### src/verilog/smb_defines.vh
// System control and mode status constants for the mode/bus config block.
// Assumes inclusion by bare name from design files; definitions only.
`ifndef SMB_DEFINES_VH
`define SMB_DEFINES_VH

// Register addresses (chosen, no offsets documented)
`define SMB_ADDR_W          4
`define SMB_ADDR_SYSCTL     4'h0
`define SMB_ADDR_MODESTAT   4'h2
`define SMB_ADDR_BUSCFG     4'h4

// System control field positions
`define SMB_BIT_EXT_EN      9
`define SMB_BIT_RAM_EN      8
`define SMB_BIT_XFER_MODE   1
`define SMB_BIT_RSV0        0

// Reset values
`define SMB_RST_RAM_EN      1'h1
`define SMB_RST_XFER_MODE   1'h1
`define SMB_RST_EXT_SINGLE  1'h0

// Mode pin encodings
`define SMB_MODE4           3'h4
`define SMB_MODE5           3'h5

// Mode status upper bits (fixed pattern 0101 0 then mode)
`define SMB_MSTAT_HI        5'h0A
`define SMB_MSTAT_LO        5'h0A

`endif

### src/verilog/smb_mode_decode.v
// Decodes unregistered mode pins into mode status code and extended flag.
// Assumes mode pins are already stable; the caller passes them in unregistered.
`timescale 1ns/1ps
`include "smb_defines.vh"
module smb_mode_decode
(
   input  wire [2:0] mode_pins_i,
   output reg  [2:0] mode_code_o,
   output reg        ext_mode_o,
   output reg        mode5_o
);
   always @*
   begin
      mode_code_o = 3'h0;
      ext_mode_o  = 1'b0;
      mode5_o     = 1'b0;
      case (mode_pins_i)
         `SMB_MODE4:
         begin
            mode_code_o = 3'h2;
            ext_mode_o  = 1'b1;
         end
         `SMB_MODE5:
         begin
            mode_code_o = 3'h1;
            ext_mode_o  = 1'b1;
            mode5_o     = 1'b1;
         end
         default:
         begin
            mode_code_o = 3'h0;
         end
      endcase
   end
endmodule // smb_mode_decode

### src/verilog/smb_sysctl.v
// System control low half, mode status and external bus pin assignment.
// Assumes synchronous inputs on clk_i; bus controller gives area widths.
//
// Strobed register access and the placing of the registers are this design's own decisions.
`timescale 1ns/1ps
`include "smb_defines.vh"

// Function
// Bit 10 and bits 7..2 of system control always read zero.
// Bit 0 of system control always reads one.
// In extended mode the external bus enable stays one; writes ignored.
// In single-chip mode external bus enable resets 0 and is writable.
// External bus enable clear disables bus; set enables it.
// Software clears external enable only with no external cycle active.
// External cycle may overlap internal cycle per write buffer setting.
// RAM enable resets to one; one enables on-chip RAM.
// Software never clears RAM enable during on-chip RAM access.
// Transfer mode bit resets one (short); zero selects full address.
// Modes 4 and 5 are extended modes with external enable one.
// Modes 4 and 5 use advanced 16-Mbyte addressing, ROM disabled.
// Mode 4 resets to 16-bit bus; D,E,F address; H,I data.
// Mode 4 with all areas 8-bit switches to 8-bit, port H data.
// Mode 5 resets to 8-bit bus, port H data only.
// Mode 5 with all areas 16-bit switches to 16-bit, H and I data.
// Default port functions per pin group after reset in modes 4, 5.
// Mode pins latched into mode status on read, released by reset.
// Bus width tracks per-area width changes from the bus controller.
module smb_sysctl
(
   input  wire                   clk_i,
   input  wire                   rstn_i,
   input  wire                   ce_i,
   input  wire [`SMB_ADDR_W-1:0] addr_i,
   input  wire [15:0]            wdata_i,
   input  wire                   wr_i,
   input  wire                   rd_i,
   output reg  [15:0]            rdata_o,
   input  wire [2:0]             mode_pins_i,
   input  wire                   areas_all_8_i,
   input  wire                   areas_all_16_i,
   input  wire                   wbuf_en_i,
   output reg                    ext_bus_enable_o,
   output reg                    onchip_ram_enable_o,
   output reg                    xfer_ctrl_addr_mode_o,
   output reg                    rom_enable_o,
   output reg                    advanced_mode_o,
   output reg                    bus16_o,
   output reg                    port_i_data_o,
   output reg                    port_def_addr_o,
   output reg                    port_a_ctrl_o,
   output reg                    port_a_low_ctrl_o,
   output reg                    port_b_ctrl_o,
   output reg                    port_f_upper_pins_addr_o,
   output reg                    ext_overlap_o
);

   reg        ext_en_reg;
   reg        ext_en_next;
   reg        ram_en_reg;
   reg        xfer_mode_reg;
   reg        ext_mode_reg;
   reg        mode5_reg;
   reg        started_reg;
   reg  [2:0] mstat_reg;
   reg        mstat_held_reg;
   reg        bus16_reg;
   reg        bus16_next;
   reg [15:0] rdata_next;
   wire [2:0] mode_code;
   wire       ext_mode;
   wire       mode5;

   smb_mode_decode u_decode
   (
      .mode_pins_i (mode_pins_i),
      .mode_code_o (mode_code),
      .ext_mode_o  (ext_mode),
      .mode5_o     (mode5)
   );

   // Mode caught one cycle after reset release, not under reset
   always @(posedge clk_i)
   begin
      if (!rstn_i)
      begin
         started_reg  <= 1'b0;
         ext_mode_reg <= 1'b0;
         mode5_reg    <= 1'b0;
      end
      else if (ce_i && !started_reg)
      begin
         started_reg  <= 1'b1;
         ext_mode_reg <= ext_mode;
         mode5_reg    <= mode5;
      end
   end

   always @*
   begin
      ext_en_next = ext_en_reg;
      if (!started_reg)
         ext_en_next = ext_mode;
      else if (ext_mode_reg)
         ext_en_next = 1'b1;
      else if (wr_i && addr_i == `SMB_ADDR_SYSCTL)
         ext_en_next = wdata_i[`SMB_BIT_EXT_EN];
   end

   // Width follows bus controller; reset value set by mode
   always @*
   begin
      bus16_next = bus16_reg;
      if (!started_reg)
         bus16_next = ~mode5;
      else if (!mode5_reg && areas_all_8_i)
         bus16_next = 1'b0;
      else if (mode5_reg && areas_all_16_i)
         bus16_next = 1'b1;
      else if (!mode5_reg && areas_all_16_i)
         bus16_next = 1'b1;
      else if (mode5_reg && areas_all_8_i)
         bus16_next = 1'b0;
   end

   always @*
   begin
      rdata_next = 16'h0000;
      case (addr_i)
         `SMB_ADDR_SYSCTL:
         begin
            rdata_next[`SMB_BIT_EXT_EN]    = ext_en_reg;
            rdata_next[`SMB_BIT_RAM_EN]    = ram_en_reg;
            rdata_next[`SMB_BIT_XFER_MODE] = xfer_mode_reg;
            rdata_next[`SMB_BIT_RSV0]      = 1'b1;
         end
         `SMB_ADDR_MODESTAT:
         begin
            // Latch shows live pins on first read after reset
            rdata_next[15:8] = {`SMB_MSTAT_HI,
                                mstat_held_reg ? mstat_reg : mode_code};
            rdata_next[7:0]  = {`SMB_MSTAT_LO,
                                mstat_held_reg ? mstat_reg : mode_code};
         end
         `SMB_ADDR_BUSCFG:
         begin
            rdata_next[0] = bus16_reg;
            rdata_next[1] = ext_mode_reg;
            rdata_next[2] = mode5_reg;
         end
         default:
         begin
            rdata_next = 16'h0000;
         end
      endcase
   end

   always @(posedge clk_i)
   begin
      if (!rstn_i)
      begin
         ext_en_reg     <= `SMB_RST_EXT_SINGLE;
         ram_en_reg     <= `SMB_RST_RAM_EN;
         xfer_mode_reg  <= `SMB_RST_XFER_MODE;
         mstat_reg      <= 3'h0;
         mstat_held_reg <= 1'b0;
         bus16_reg      <= 1'b0;
         rdata_o        <= 16'h0000;
      end
      else if (ce_i)
      begin
         ext_en_reg <= ext_en_next;
         bus16_reg  <= bus16_next;
         if (wr_i && addr_i == `SMB_ADDR_SYSCTL)
         begin
            ram_en_reg    <= wdata_i[`SMB_BIT_RAM_EN];
            xfer_mode_reg <= wdata_i[`SMB_BIT_XFER_MODE];
         end
         if (rd_i && addr_i == `SMB_ADDR_MODESTAT && !mstat_held_reg)
         begin
            mstat_reg      <= mode_code;
            mstat_held_reg <= 1'b1;
         end
         rdata_o <= rd_i ? rdata_next : 16'h0000;
      end
   end

   // Pin functions registered so all outputs come from flops
   always @(posedge clk_i)
   begin
      if (!rstn_i)
      begin
         ext_bus_enable_o         <= 1'b0;
         onchip_ram_enable_o      <= 1'b1;
         xfer_ctrl_addr_mode_o    <= 1'b1;
         rom_enable_o             <= 1'b1;
         advanced_mode_o          <= 1'b0;
         bus16_o                  <= 1'b0;
         port_i_data_o            <= 1'b0;
         port_def_addr_o          <= 1'b0;
         port_a_ctrl_o            <= 1'b0;
         port_a_low_ctrl_o        <= 1'b0;
         port_b_ctrl_o            <= 1'b0;
         port_f_upper_pins_addr_o <= 1'b0;
         ext_overlap_o            <= 1'b0;
      end
      else if (ce_i)
      begin
         ext_bus_enable_o      <= ext_en_reg;
         onchip_ram_enable_o   <= ram_en_reg;
         xfer_ctrl_addr_mode_o <= xfer_mode_reg;
         rom_enable_o          <= ~ext_mode_reg;
         advanced_mode_o       <= ext_mode_reg;
         bus16_o               <= ext_mode_reg & bus16_reg;
         // Port I carries data only on a 16-bit bus
         port_i_data_o   <= ext_mode_reg & ext_en_reg & bus16_reg;
         port_def_addr_o <= ext_mode_reg & ext_en_reg;
         port_a_ctrl_o   <= ext_mode_reg & ext_en_reg;
         port_b_ctrl_o   <= ext_mode_reg & ext_en_reg;
         // Low A pins and upper F pins stay I/O after reset
         port_a_low_ctrl_o        <= 1'b0;
         port_f_upper_pins_addr_o <= 1'b0;
         // Overlap only when write buffer lets bus run alone
         ext_overlap_o <= ext_en_reg & wbuf_en_i;
      end
   end

endmodule // smb_sysctl

### config.mk
export PLATFORM = sky130hd
export DESIGN_NAME = smb_sysctl
export DESIGN_NICKNAME = d
export VERILOG_FILES = /design/src/verilog/smb_mode_decode.v /design/src/verilog/smb_sysctl.v
export VERILOG_INCLUDE_DIRS = /design/src /design/src/verilog
export SDC_FILE = /design/constraint.sdc
export NUM_CORES = 1
export LEC_CHECK = 0
export BUFFER_PORTS_ARGS = -buffer_cell sky130_fd_sc_hd__buf_2
export CORE_ASPECT_RATIO = 0.9
export CORE_MARGIN = 2
export CORE_UTILIZATION = 49
export DETAILED_ROUTE_END_ITERATION = 10
export GPL_TIMING_DRIVEN = 0
export HOLD_SLACK_MARGIN = 0.05
export PLACE_DENSITY = 0.84
export SYNTH_ARGS = -nofsm -noshare
export SYNTH_HDL_FRONTEND = slang
export SYNTH_SLANG_ARGS = --single-unit
### constraint.sdc
create_clock -name clk_i -period 3.4 [get_ports clk_i]
set_input_delay 0.17 -clock clk_i [delete_from_list [all_inputs] [get_ports clk_i]]
set_output_delay 0.17 -clock clk_i [all_outputs]
set_load 0.02 [all_outputs]
After elaboration in Yosys (flattened, before gate mapping):

Index checks and enable logic that the tools add are counted.

* bitwise logic cells: 6
* mux-type cells: 18
* reduce and logical (&&, ||, !) cells: 17
* equal/unequal tests: 6

Operators by type and width (number)
* 2-to-1 mux 16 bit: 1
* 2-to-1 mux 1 bit: 10
* logical AND 1 bit: 8
* one-hot mux 2 bit (2 select lines): 2
* AND reduction 2 bit: 4
* == test 3 bit, second input constant: 2
* one-hot mux 2 bit (3 select lines): 1
* 2-to-1 mux 5 bit: 1
* inequality test 5 x 1 -> 1 bit, second input constant: 1
* AND 1 bit: 4
* == test 4 x 2 -> 1 bit, second input constant: 1
* == test 4 x 3 -> 1 bit, second input constant: 1
* logical NOT 4 bit: 1
* 2-to-1 mux 4 bit: 1
* logical NOT 1 bit: 3
* 2-to-1 mux 3 bit: 1
* inequality test 3 x 2 -> 1 bit, second input constant: 1
* inverter 1 bit: 2
* one-hot mux 1 bit (2 select lines): 1
* OR reduction 2 bit: 1

* output and inout port bits: 29
* input bits: 31
* register bits after elaboration: 36
* logic and storage cells: 66

Longest topological paths before layout:

Gate-level depths: netlist of the first run.

* depth after elaboration: 6
* depth in mapped cells: 5

Hierarchy:

From an unflattened synthesis of the first run, not the netlist that was laid out.

* cells, all modules: 153
* area, all modules: 1362.6 um2

By module, submodules not included
* smb_sysctl: cells each 147, area each 1316.3 um2, times used 1
* smb_mode_decode: cells each 6, area each 46.3 um2, times used 1

Worst setup path after synthesis of the first run:

OpenSTA, ideal clock, no wires.

* kind: register to register
* from: reg mstat_held_reg
* to: reg rdata_o[1]
* data arrival time: 0.965 ns
* clock period less this slack: 1.050 ns
* path slack: 2.350 ns
* setup time: 0.086 ns
* stages on the path, launching flop included: 4
* cells stage by stage: dfxtp_1 > nor4b_1 > o21ai_0 > a211oi_1

* cells in the longest elaborated chain, start to end: 3

RTL lines
* from (decl): RTL line smb_sysctl.v:65 `reg mstat_held_reg;`
* from (signal assigned): RTL line smb_sysctl.v:165 `mstat_held_reg <= 1'b0;`
* from (signal assigned): RTL line smb_sysctl.v:181 `mstat_held_reg <= 1'b1;`
* 2-to-1 mux 3 bit: RTL line smb_sysctl.v:142 `mstat_held_reg ? mstat_reg : mode_code};`
* one-hot mux 2 bit (3 select lines): RTL line smb_sysctl.v:128 `case (addr_i)`
* 2-to-1 mux 16 bit: RTL line smb_sysctl.v:183 `rdata_o <= rd_i ? rdata_next : 16'h0000;`
* to (signal assigned): RTL line smb_sysctl.v:183
* to (decl): RTL line smb_sysctl.v:37 `output reg [15:0] rdata_o,`

No other way between the ends.
A chain may end at the register's enable or synchronous reset.

Final worst setup path of the first run:

* from: reg mstat_held_reg
* to: reg rdata_o[0]

The elaborated chain is that of the path after synthesis.

==> impl_metrics.tcl, run 1 <==
set metrics [dict create \
    outcome "completed" \
    r2r_start "mstat_held_reg" \
    hold_path_startpoint "wdata_i[1]" \
    tightest_slew_ns 0.499 \
    p_leak_nw 0.712 \
    max_freq_mhz 744 \
    holdCritPathClass "input port to flip-flop" \
    gp_routability_congestion 0.821 \
    numClockSinks 25 \
    nFillCells 212 \
    layout-drive-gt1-share_pct 32.8 \
    coreArea_mm2 0.00245 \
    rsz0062_at_grt "false" \
    dpl_cell_area_mm2 0.00151 \
    cts_tree "yes" \
    cp-start-kind "flip-flop" \
    clock_skew_ns 0.00447 \
    combPwrFrac_pct 15.7 \
    area_growth_pct 21.5 \
    post-route-period-util_pct 39.5 \
    drc 0 \
    synth_edf_count 0 \
    port_buffers 36 \
    largest_reg_flops 6 \
    ios 60 \
    swShare_pct 27.4 \
    numCtsBuffers 3 \
    yosysTopAreaCellShare_pct 39.5 \
    path_max_fanout 6 \
    grt_pass1_vias 1075 \
    dieHeight_um 52.2 \
    clock_latency_ns 0.31 \
    place_worst_setup_slack_ns 2.08 \
    netlist_area_mm2 0.00127 \
    seqPwrFrac_pct 58.8 \
    wl_per_cell_um 13.0 \
    antenna_found_initial 0 \
    reg2reg_to "rdata_o[0]" \
    p_per_area_mw_per_mm2 338 \
    yosysSeqAreaShare_pct 39.5 \
    die-area_mm2 0.00301 \
    finalMaxSlewViolations 0 \
    grt_usage_pct 20.9 \
    initial_core_util_pct 51.8 \
    intPower_w 0.000378 \
    fin_area_mm2 0.00154 \
    synth_area_leaders "dfxtp_1 (40%), buf_4 (8.3%), mux2i_1 (6.3%)" \
    synth.distinct_cells 39 \
    period_minus_slack_ns 1.34 \
    fin_setup_tns_ns 0 \
    grt_pass1_wl_um 4790 \
    clkTransAtPathRegs_ns 0.14 \
    die_x_um 57.6 \
    drt_iter0_drc 44 \
    netlist_instances 147 \
    layout.nets 227 \
    rows 17 \
    ys_async_sr_fraction_pct 0 \
    cts_max_level 1 \
    cts_hold_buffers 0 \
    vias 1184 \
    dpl.hpwl_um 2230 \
    timing.hold.ws_ns 0.0879 \
    synth-seq-cells 25 \
    crit_arrival_ns 1.58 \
    cts_setup_buffers 0 \
    root_buffer "clkbuf_4" \
    maxCapViolations 0 \
    vdd_drop_max_mv 0.212 \
    setup_viol 0 \
    grt_overflow_total 0 \
    post_drt_via_cell_ratio 5.31 \
    timing.final.ws_setup_ns 2.06 \
    antenna_cells 0 \
    ys_warn_count 0 \
    p_clk_share_pct 25.5 \
    clock_path_buffers 2 \
    cts_resized 0 \
    final_antenna_net_count 0 \
    p_switching_w 0.000142 \
    yosys.area.top_type "dfxtp_1" \
    first_pass_iters 4 \
    critical_path_class "flip-flop to flip-flop" \
    whs_path_depth 3 \
    worst_r2r_path_depth 3 \
    endpoint_kind "flip-flop" \
    rrSetupSlack_ns 2.06 \
    finalHoldViolCount 0 \
    whs_endpoint "xfer_mode_reg" \
    totalWireLength_um 2900 \
    yosys_most_used_dff "dfxtp_1" \
    cp_data_required_time_ns 3.64 \
    max_slew_margin_pct 66.2 \
    avgSynthCellArea_um2 8.61 \
    grt_max_degree 15 \
]
-- cells by family (layout without fill, tap and decap cells) --
kind of cell,after synthesis,in the layout,share of synthesized area [%]
AOI/OAI and AO/OA,30,30,14.4
buffers and inverters,23,63,11.8
DFF,25,25,39.5
muxes,9,9,7.21
other,1,9,0.296
and+or+nand+nor,59,59,26.8
-- how the worst max path moves through the flow --
stage | from | end | slack (ns) | depth (start not counted)
3_3_place_gp | mstat_held_reg | rdata_o[1] | 2.14 | 3
6_report | mstat_held_reg | rdata_o[0] | 2.06 | 3
4_1_cts | mstat_held_reg | rdata_o[0] | 2.05 | 3
5_1_grt | mstat_held_reg | rdata_o[0] | 1.84 | 3
2_1_floorplan | mstat_held_reg | rdata_o[1] | 2.35 | 3
3_5_place_dp | mstat_held_reg | rdata_o[0] | 2.08 | 3
-- cell type report --
cell class                      count  area [um^2]  share of cell area (%)
Clock buffer                        3         22.5                    1.46
Buffer                             19          134                    8.70
Tap cell                           28         35.0                    2.28
Clock inverter                      1         5.00                   0.325
Inverter                            4         15.0                   0.976
Sequential cell                    25          500                    32.5
Timing Repair Buffer               36          180                    11.7
Multi-Input combinational cell    107          647                    42.0
-- through the flow --
stage	total power [W]	instances	util [%]
global route	0.000546	223	62.9
detailed placement	0.000392	219	61.8
global placement	0.000389	219	61.8
floorplan	0.000366	155	-
finish	0.000520	223	62.9
CTS	0.000521	223	62.9
-- layer usage --
layer	up-vias	GRT usage [%]	wire length [um]
li1	589	-	-
met1	537	25.8	1170
met2	54	35.8	1450
met3	4	2.47	231
met4	0	10.9	51
met5	-	0	0
-- power by group through the flow --
stage | Sequential, W | Combinational, W | Clock, W
floorplan | 0.000312 | 0.0000541 | 0
global placement | 0.000311 | 0.0000780 | 0
detailed placement | 0.000312 | 0.0000801 | 0
CTS | 0.000306 | 0.0000802 | 0.000135
global route | 0.000307 | 0.0000888 | 0.000151
finish | 0.000306 | 0.0000815 | 0.000132
-- cell usage in the layout, fill, tap and decap left out, types with 5 or more instances in the layout --
cell type,count
nor2_1,7
buf_2,38
nand3_1,8
mux2i_1,8
conb_1,9
nand2_1,18
buf_4,14
nor2b_1,5
a21oi_1,13
dfxtp_1,25
-- worst max-delay path, stage by stage, from the launching register on --
cell and delay (ns):
dfxtp_1 0.38, nor4bb_1 0.49, o21ai_1 0.17, a211oi_1 0.24
-- synthesized netlist by cell type (3+ instances only) --
cell      instances
a21oi_1          13
buf_4            14
dfxtp_1          25
inv_1             3
mux2i_1           8
nand2_1          18
nand2b_1          3
nand3_1           8
nor2_1            7
nor2b_1           5
nor3_1            3
o21ai_0           3
o21ai_1           3
Power figures use the tool's default switching activity.
==> run 2, diff against run 1 <==
ABC_AREA = 1   (was not set)
CORE_UTILIZATION = 46   (was 49)
PLACE_DENSITY = 0.79   (was 0.84)
clock period = 1.3 ns   (was 3.4 ns; I/O delays follow)
==> run 2 against run 1 <==
Net effect: area after synthesis up 0.89%; non-clock buffer count grew 8; worst setup slack got worse by 2.0 ns; first-iteration DRC count decreased by 4.5%; utilization fell by 2.0 points; final area increased by 6.9%; worst hold slack got worse by 0.019 ns; clock-buffer cell count did not move.
==> impl_metrics.tcl, run 2 <==
set metrics [dict create \
    outcome "completed" \
    endpoint_kind "flip-flop" \
    clock_skew_ns 0.00424 \
    ios 60 \
    p_per_area_mw_per_mm2 865 \
    antenna_cells 0 \
    port_buffers 36 \
    grt_max_degree 16 \
    numCtsBuffers 3 \
    wl_per_cell_um 10.2 \
    clkTransAtPathRegs_ns 0.15 \
    nFillCells 278 \
    layout-drive-gt1-share_pct 37.3 \
    crit_top_cell "dlygate4sd3_1" \
    final_antenna_net_count 0 \
    drc 0 \
    critical_path_class "input port to flip-flop" \
    period_minus_slack_ns 1.21 \
    dpl.hpwl_um 1990 \
    clock_path_buffers 2 \
    synth_top_cells_by_count "nand2_1 (47), dfxtp_1 (25), a21oi_1 (15)" \
    whs_path_depth 4 \
    setup_viol 0 \
    maxCapViolations 0 \
    netlist_area_mm2 0.00128 \
    synth_edf_count 0 \
    layout.nets 260 \
    yosys.area.top_type "dfxtp_1" \
    intPower_w 0.00101 \
    clock_latency_ns 0.33 \
    die-area_mm2 0.00322 \
    post_drt_via_cell_ratio 4.60 \
    totalWireLength_um 2640 \
    post-route-period-util_pct 93.1 \
    first_pass_iters 4 \
    area_growth_pct 28.8 \
    grt_pass1_wl_um 4210 \
    cts_max_level 1 \
    p_leak_nw 0.851 \
    ys_async_sr_fraction_pct 0 \
    ys_warn_count 0 \
    layout_common_cells "nand2_1 (47), buf_2 (38), dfxtp_1 (25)" \
    worst_r2r_path_depth 3 \
    synth_area_leaders "dfxtp_1 (39%), nand2_1 (14%), buf_4 (8.2%)" \
    max_stage_delay_ns 0.55 \
    numClockSinks 25 \
    synth_most_common_cell "nand2_1" \
    finalMaxSlewViolations 0 \
    cp-start-kind "input port" \
    seqPwrFrac_pct 56.6 \
    drt_iter0_drc 42 \
    layout_commonest_cell "nand2_1" \
    avgSynthCellArea_um2 7.47 \
    finalHoldViolCount 0 \
    vdd_drop_max_mv 0.500 \
    cts_resized 0 \
    yosys_most_used_dff "dfxtp_1" \
    coreArea_mm2 0.00270 \
    path_cells "dlygate4sd3_1, buf_2, nand3_1, dlygate4sd3_1" \
    dieHeight_um 54.0 \
    yosysSeqAreaShare_pct 39.2 \
    p_clk_share_pct 26.0 \
    root_buffer "clkbuf_4" \
    gp_routability_congestion 0.804 \
    rows 18 \
    multi_input_area_um2 606 \
    final_util_pct 60.9 \
    fin_setup_tns_ns 0 \
    largest_reg_flops 6 \
    path_max_fanout 9 \
    cts_tree "yes" \
    max_freq_mhz 826 \
    crit_arrival_ns 1.45 \
    regArea_um2 500 \
    rsz0062_at_grt "false" \
    grt_usage_pct 17.5 \
    p_switching_w 0.000417 \
    initial_core_util_pct 47.3 \
    synth.distinct_cells 24 \
    combPwrFrac_pct 17.4 \
    grt_pass1_vias 982 \
    vias 1186 \
    netlist_instances 171 \
    cp_data_required_time_ns 1.54 \
    synth-seq-cells 25 \
    swShare_pct 29.3 \
    die_x_um 59.6 \
    grt_overflow_total 0 \
    holdCritPathClass "input port to flip-flop" \
    slowest_stage "dlygate4sd3_1" \
    antenna_found_initial 0 \
    yosysTopAreaCellShare_pct 39.2 \
]
==> run 2: worst paths after layout <==
check | startpoint | endpoint | slack [ns]
setup reg to reg | xfer_mode_reg | xfer_mode_reg | 0.17
hold / removal | ce_i | ext_overlap_o | 0.07
setup / recovery | rstn_i | xfer_mode_reg | 0.09
hold reg to reg | advanced_mode_o | advanced_mode_o | 0.47
==> run 2: power groups by stage <==
stage | clock, W | combinational, W | sequential [W]
after global placement | 0 | 0.000226 | 0.000821
after global routing | 0.000415 | 0.000273 | 0.000808
after CTS | 0.000378 | 0.000246 | 0.000805
after floorplan | 0 | 0.000156 | 0.000828
final | 0.000371 | 0.000248 | 0.000805
after detailed placement | 0 | 0.000229 | 0.000822
==> run 2: timing repair <==
item	in CTS	in global routing
endpoints found under the hold margin	9	0
buffers inserted	0	0
hold buffers	9	0
==> run 2: through the flow <==
step	instance area [um^2]	setup WS (ns)	instances	power, W	hold WS, ns
after detailed placement	1530	0.262	245	0.00105	0.272
after global routing	1650	0.0654	258	0.00150	0.0564
after floorplan	1310	0.325	179	0.000984	0.178
after CTS	1650	0.104	258	0.00143	0.0576
final	1650	0.0897	258	0.00142	0.0693
after global placement	1530	0.275	245	0.00105	0.264
==> run 2: cell families after synthesis <==
family                 share of synthesized area, %
AND/OR/NAND/NOR                                33.3
buffers and inverters                          15.8
AO/OA/AOI/OAI                                  11.5
flip-flops                                     39.2
other                                         0.294
==> run 2: critical path: cells and delay by family <==
family | cells | cell delay [ns]
buffers and inverters | 3 | 1.28
AND/OR/NAND/NOR | 1 | 0.10
==> run 2: final cells by class <==
class | instances | share of cell area (%)
Clock inverter | 1 | 0.456
Timing Repair Buffer | 45 | 16.4
Tap cell | 30 | 2.28
Clock buffer | 3 | 1.37
Multi-Input combinational cell | 119 | 36.8
Buffer | 18 | 8.37
Inverter | 17 | 3.88
Sequential cell | 25 | 30.4
==> run 2: per-layer routing <==
layer	track usage (%)	share of wire, %	vias to the layer above	routed length, um
met5	0	0	-	0
met1	23.0	49	506	1300
met2	28.9	43	35	1140
li1	-	-	640	-
met4	6.67	1.6	0	43
met3	3.13	5.7	5	150
==> run 3, diff against run 2 <==
PLACE_DENSITY = 0.78   (was 0.79)
SYNTH_HIERARCHICAL = 1   (was not set)
==> run 3 against run 2 <==
Net effect: critical path type is now flip-flop to flip-flop; non-clock buffer count grew 2; final area is 3.4% higher; die area up 4.0%; clock power decreased by 3%; clock-buffer cell count unchanged.
==> impl_metrics.tcl, run 3 <==
set metrics [dict create \
    intPower_w 0.00107 \
    yosysTopAreaCellShare_pct 40.6 \
    drc 0 \
    r2r_start "ram_en_reg" \
    dieHeight_um 55.1 \
    reg2reg_to "ram_en_reg" \
    root_buffer "clkbuf_4" \
    final_util_pct 61.9 \
    holdCritPathClass "input port to flip-flop" \
    finalMaxSlewViolations 0 \
    wl_per_cell_um 9.42 \
    cts_tree "yes" \
    post_drt_via_cell_ratio 4.46 \
    combPwrFrac_pct 16.7 \
    synth_area_leaders "dfxtp_1 (41%), nand2_1 (17%), buf_4 (9.0%)" \
    die-area_mm2 0.00334 \
    worst_r2r_path_depth 3 \
    grt_max_degree 16 \
    crit_arrival_ns 1.39 \
    p_per_area_mw_per_mm2 868 \
    whs_path_depth 3 \
    coreArea_mm2 0.00275 \
    clock_latency_ns 0.32 \
    synth.distinct_cells 25 \
    max_freq_mhz 863 \
    ys_async_sr_fraction_pct 0 \
    totalWireLength_um 2640 \
    rows 18 \
    layout_commonest_cell "nand2_1" \
    finalHoldViolCount 0 \
    antenna_cells 0 \
    numClockSinks 27 \
    dpl.hpwl_um 2100 \
    rrSetupSlack_ns 0.14 \
    cp-start-kind "flip-flop" \
    yosysSeqAreaShare_pct 40.6 \
    cp_data_required_time_ns 1.53 \
    avgSynthCellArea_um2 7.24 \
    grt_usage_pct 17.5 \
    p_leak_nw 0.852 \
    vdd_drop_max_mv 0.434 \
    final_antenna_net_count 0 \
    antenna_found_initial 0 \
    synth_edf_count 0 \
    gp_routability_congestion 0.860 \
    clkTransAtPathRegs_ns 0.14 \
    period_minus_slack_ns 1.16 \
    critical_path.endpoint "ram_en_reg" \
    rsz0062_at_grt "false" \
    drt_iter0_drc 46 \
    port_buffers 37 \
    outcome "completed" \
    grt_pass1_wl_um 4350 \
    numCtsBuffers 3 \
    critical_path_class "flip-flop to flip-flop" \
    die_x_um 60.7 \
    setup_viol 0 \
    layout-drive-gt1-share_pct 31.3 \
    critPathLaunch "ram_en_reg" \
    largest_reg_flops 7 \
    seqPwrFrac_pct 58.8 \
    fin_setup_tns_ns 0 \
    ys_warn_count 6 \
    endpoint_kind "flip-flop" \
    grt_overflow_total 0 \
    synth_top_cells_by_count "nand2_1 (59), dfxtp_1 (27), a21oi_1 (18)" \
    dpl_cell_area_mm2 0.00159 \
    swShare_pct 27.7 \
    clock_skew_ns 0.00181 \
    grt_pass1_vias 1033 \
    clock_path_buffers 2 \
    path_max_fanout 3 \
    netlist_area_mm2 0.00133 \
    synth-seq-cells 27 \
    p_switching_w 0.000409 \
    yosys_most_used_dff "dfxtp_1" \
    p_clk_share_pct 24.5 \
    layout_common_cells "nand2_1 (59), buf_2 (39), dfxtp_1 (27)" \
    yosys.area.top_type "dfxtp_1" \
    ios 60 \
    maxCapViolations 0 \
    cts_max_level 1 \
    area_growth_pct 27.7 \
    vias 1250 \
    synth_most_common_cell "nand2_1" \
    fin_area_mm2 0.00170 \
    nFillCells 286 \
    cts_resized 0 \
    netlist_instances 184 \
    layout.nets 272 \
    post-route-period-util_pct 89.1 \
    first_pass_iters 4 \
    initial_core_util_pct 48.5 \
]
==> run 3: cell count changes in the layout (fill, tap and decap cells not counted), sizes merged, moves of 2 or more <==
cell,change
nand2,+11
o21ai,-5
a21oi,+3
a211oi,+2
buf,+2
dfxtp,+2
or2,-2
==> run 3: worst min path at each step <==
stage / slack, ns / start / to
final: 0.06 / areas_all_16_i / bus16_reg
after global routing: 0.08 / areas_all_16_i / bus16_reg
after CTS: 0.05 / areas_all_16_i / bus16_reg
after detailed placement: 0.27 / wdata_i[8] / ram_en_reg
after global placement: 0.27 / wdata_i[8] / ram_en_reg
after floorplan: 0.13 / rstn_i / rom_enable_o
==> run 3: metrics by stage <==
| stage | setup slack (ns) | instances | hold WS [ns] | power (W) |
|---|---|---|---|---|
| global placement | 0.207 | 268 | 0.269 | 0.00112 |
| global route | 0.0322 | 280 | 0.0760 | 0.00155 |
| floorplan | 0.335 | 191 | 0.134 | 0.00105 |
| finish | 0.141 | 280 | 0.0614 | 0.00148 |
| CTS | 0.150 | 280 | 0.0504 | 0.00149 |
| detailed placement | 0.226 | 268 | 0.271 | 0.00112 |
==> run 3: power by group through the flow <==
stage | registers (W) | clock network, W | logic (W)
after floorplan | 0.000896 | 0 | 0.000153
after global placement | 0.000886 | 0 | 0.000231
after detailed placement | 0.000886 | 0 | 0.000232
after CTS | 0.000868 | 0.000377 | 0.000247
after global routing | 0.000872 | 0.000398 | 0.000278
final | 0.000869 | 0.000361 | 0.000247
==> run 3: cell type report <==
type / instances / area (um^2) / area share, %
buffer: 20 / 145 / 8.53
clock buffer: 3 / 22.5 / 1.32
clock inverter: 1 / 5.00 / 0.294
inverter: 14 / 52.6 / 3.09
multi-input combinational: 130 / 621 / 36.5
sequential: 27 / 541 / 31.8
tap: 40 / 50.0 / 2.94
timing repair buffer: 45 / 265 / 15.6
==> run 3: worst max-delay path: stages (launching register included) <==
cell	delay, ns
dfxtp_1	0.37
nand2_1	0.08
nand3_1	0.07
dlygate4sd3_1	0.55
==> run 3: what timing repair did <==
action	4_1_cts	5_1_grt
setup buffers	0	0
hold buffers	8	0
endpoints found under the hold margin	10	0
==> run 3: cell families (layout without fill, tap and decap cells) <==
logic type	Yosys count	in the layout	share of synthesized area [%]
AND/OR/NAND/NOR	92	92	31.6
buffers and inverters	34	83	14.8
AO/OA/AOI/OAI	29	29	12.4
flip-flops	27	27	40.6
other	2	9	0.564
==> run 3: routing by layer <==
| layer | GRT usage, % | vias up | part of all wire [%] |
|---|---|---|---|
| li1 | - | 680 | - |
| met1 | 23.8 | 524 | 51 |
| met2 | 27.8 | 42 | 42 |
| met3 | 3.26 | 4 | 6.3 |
| met4 | 6.52 | 0 | 1.3 |
| met5 | 0 | - | 0 |
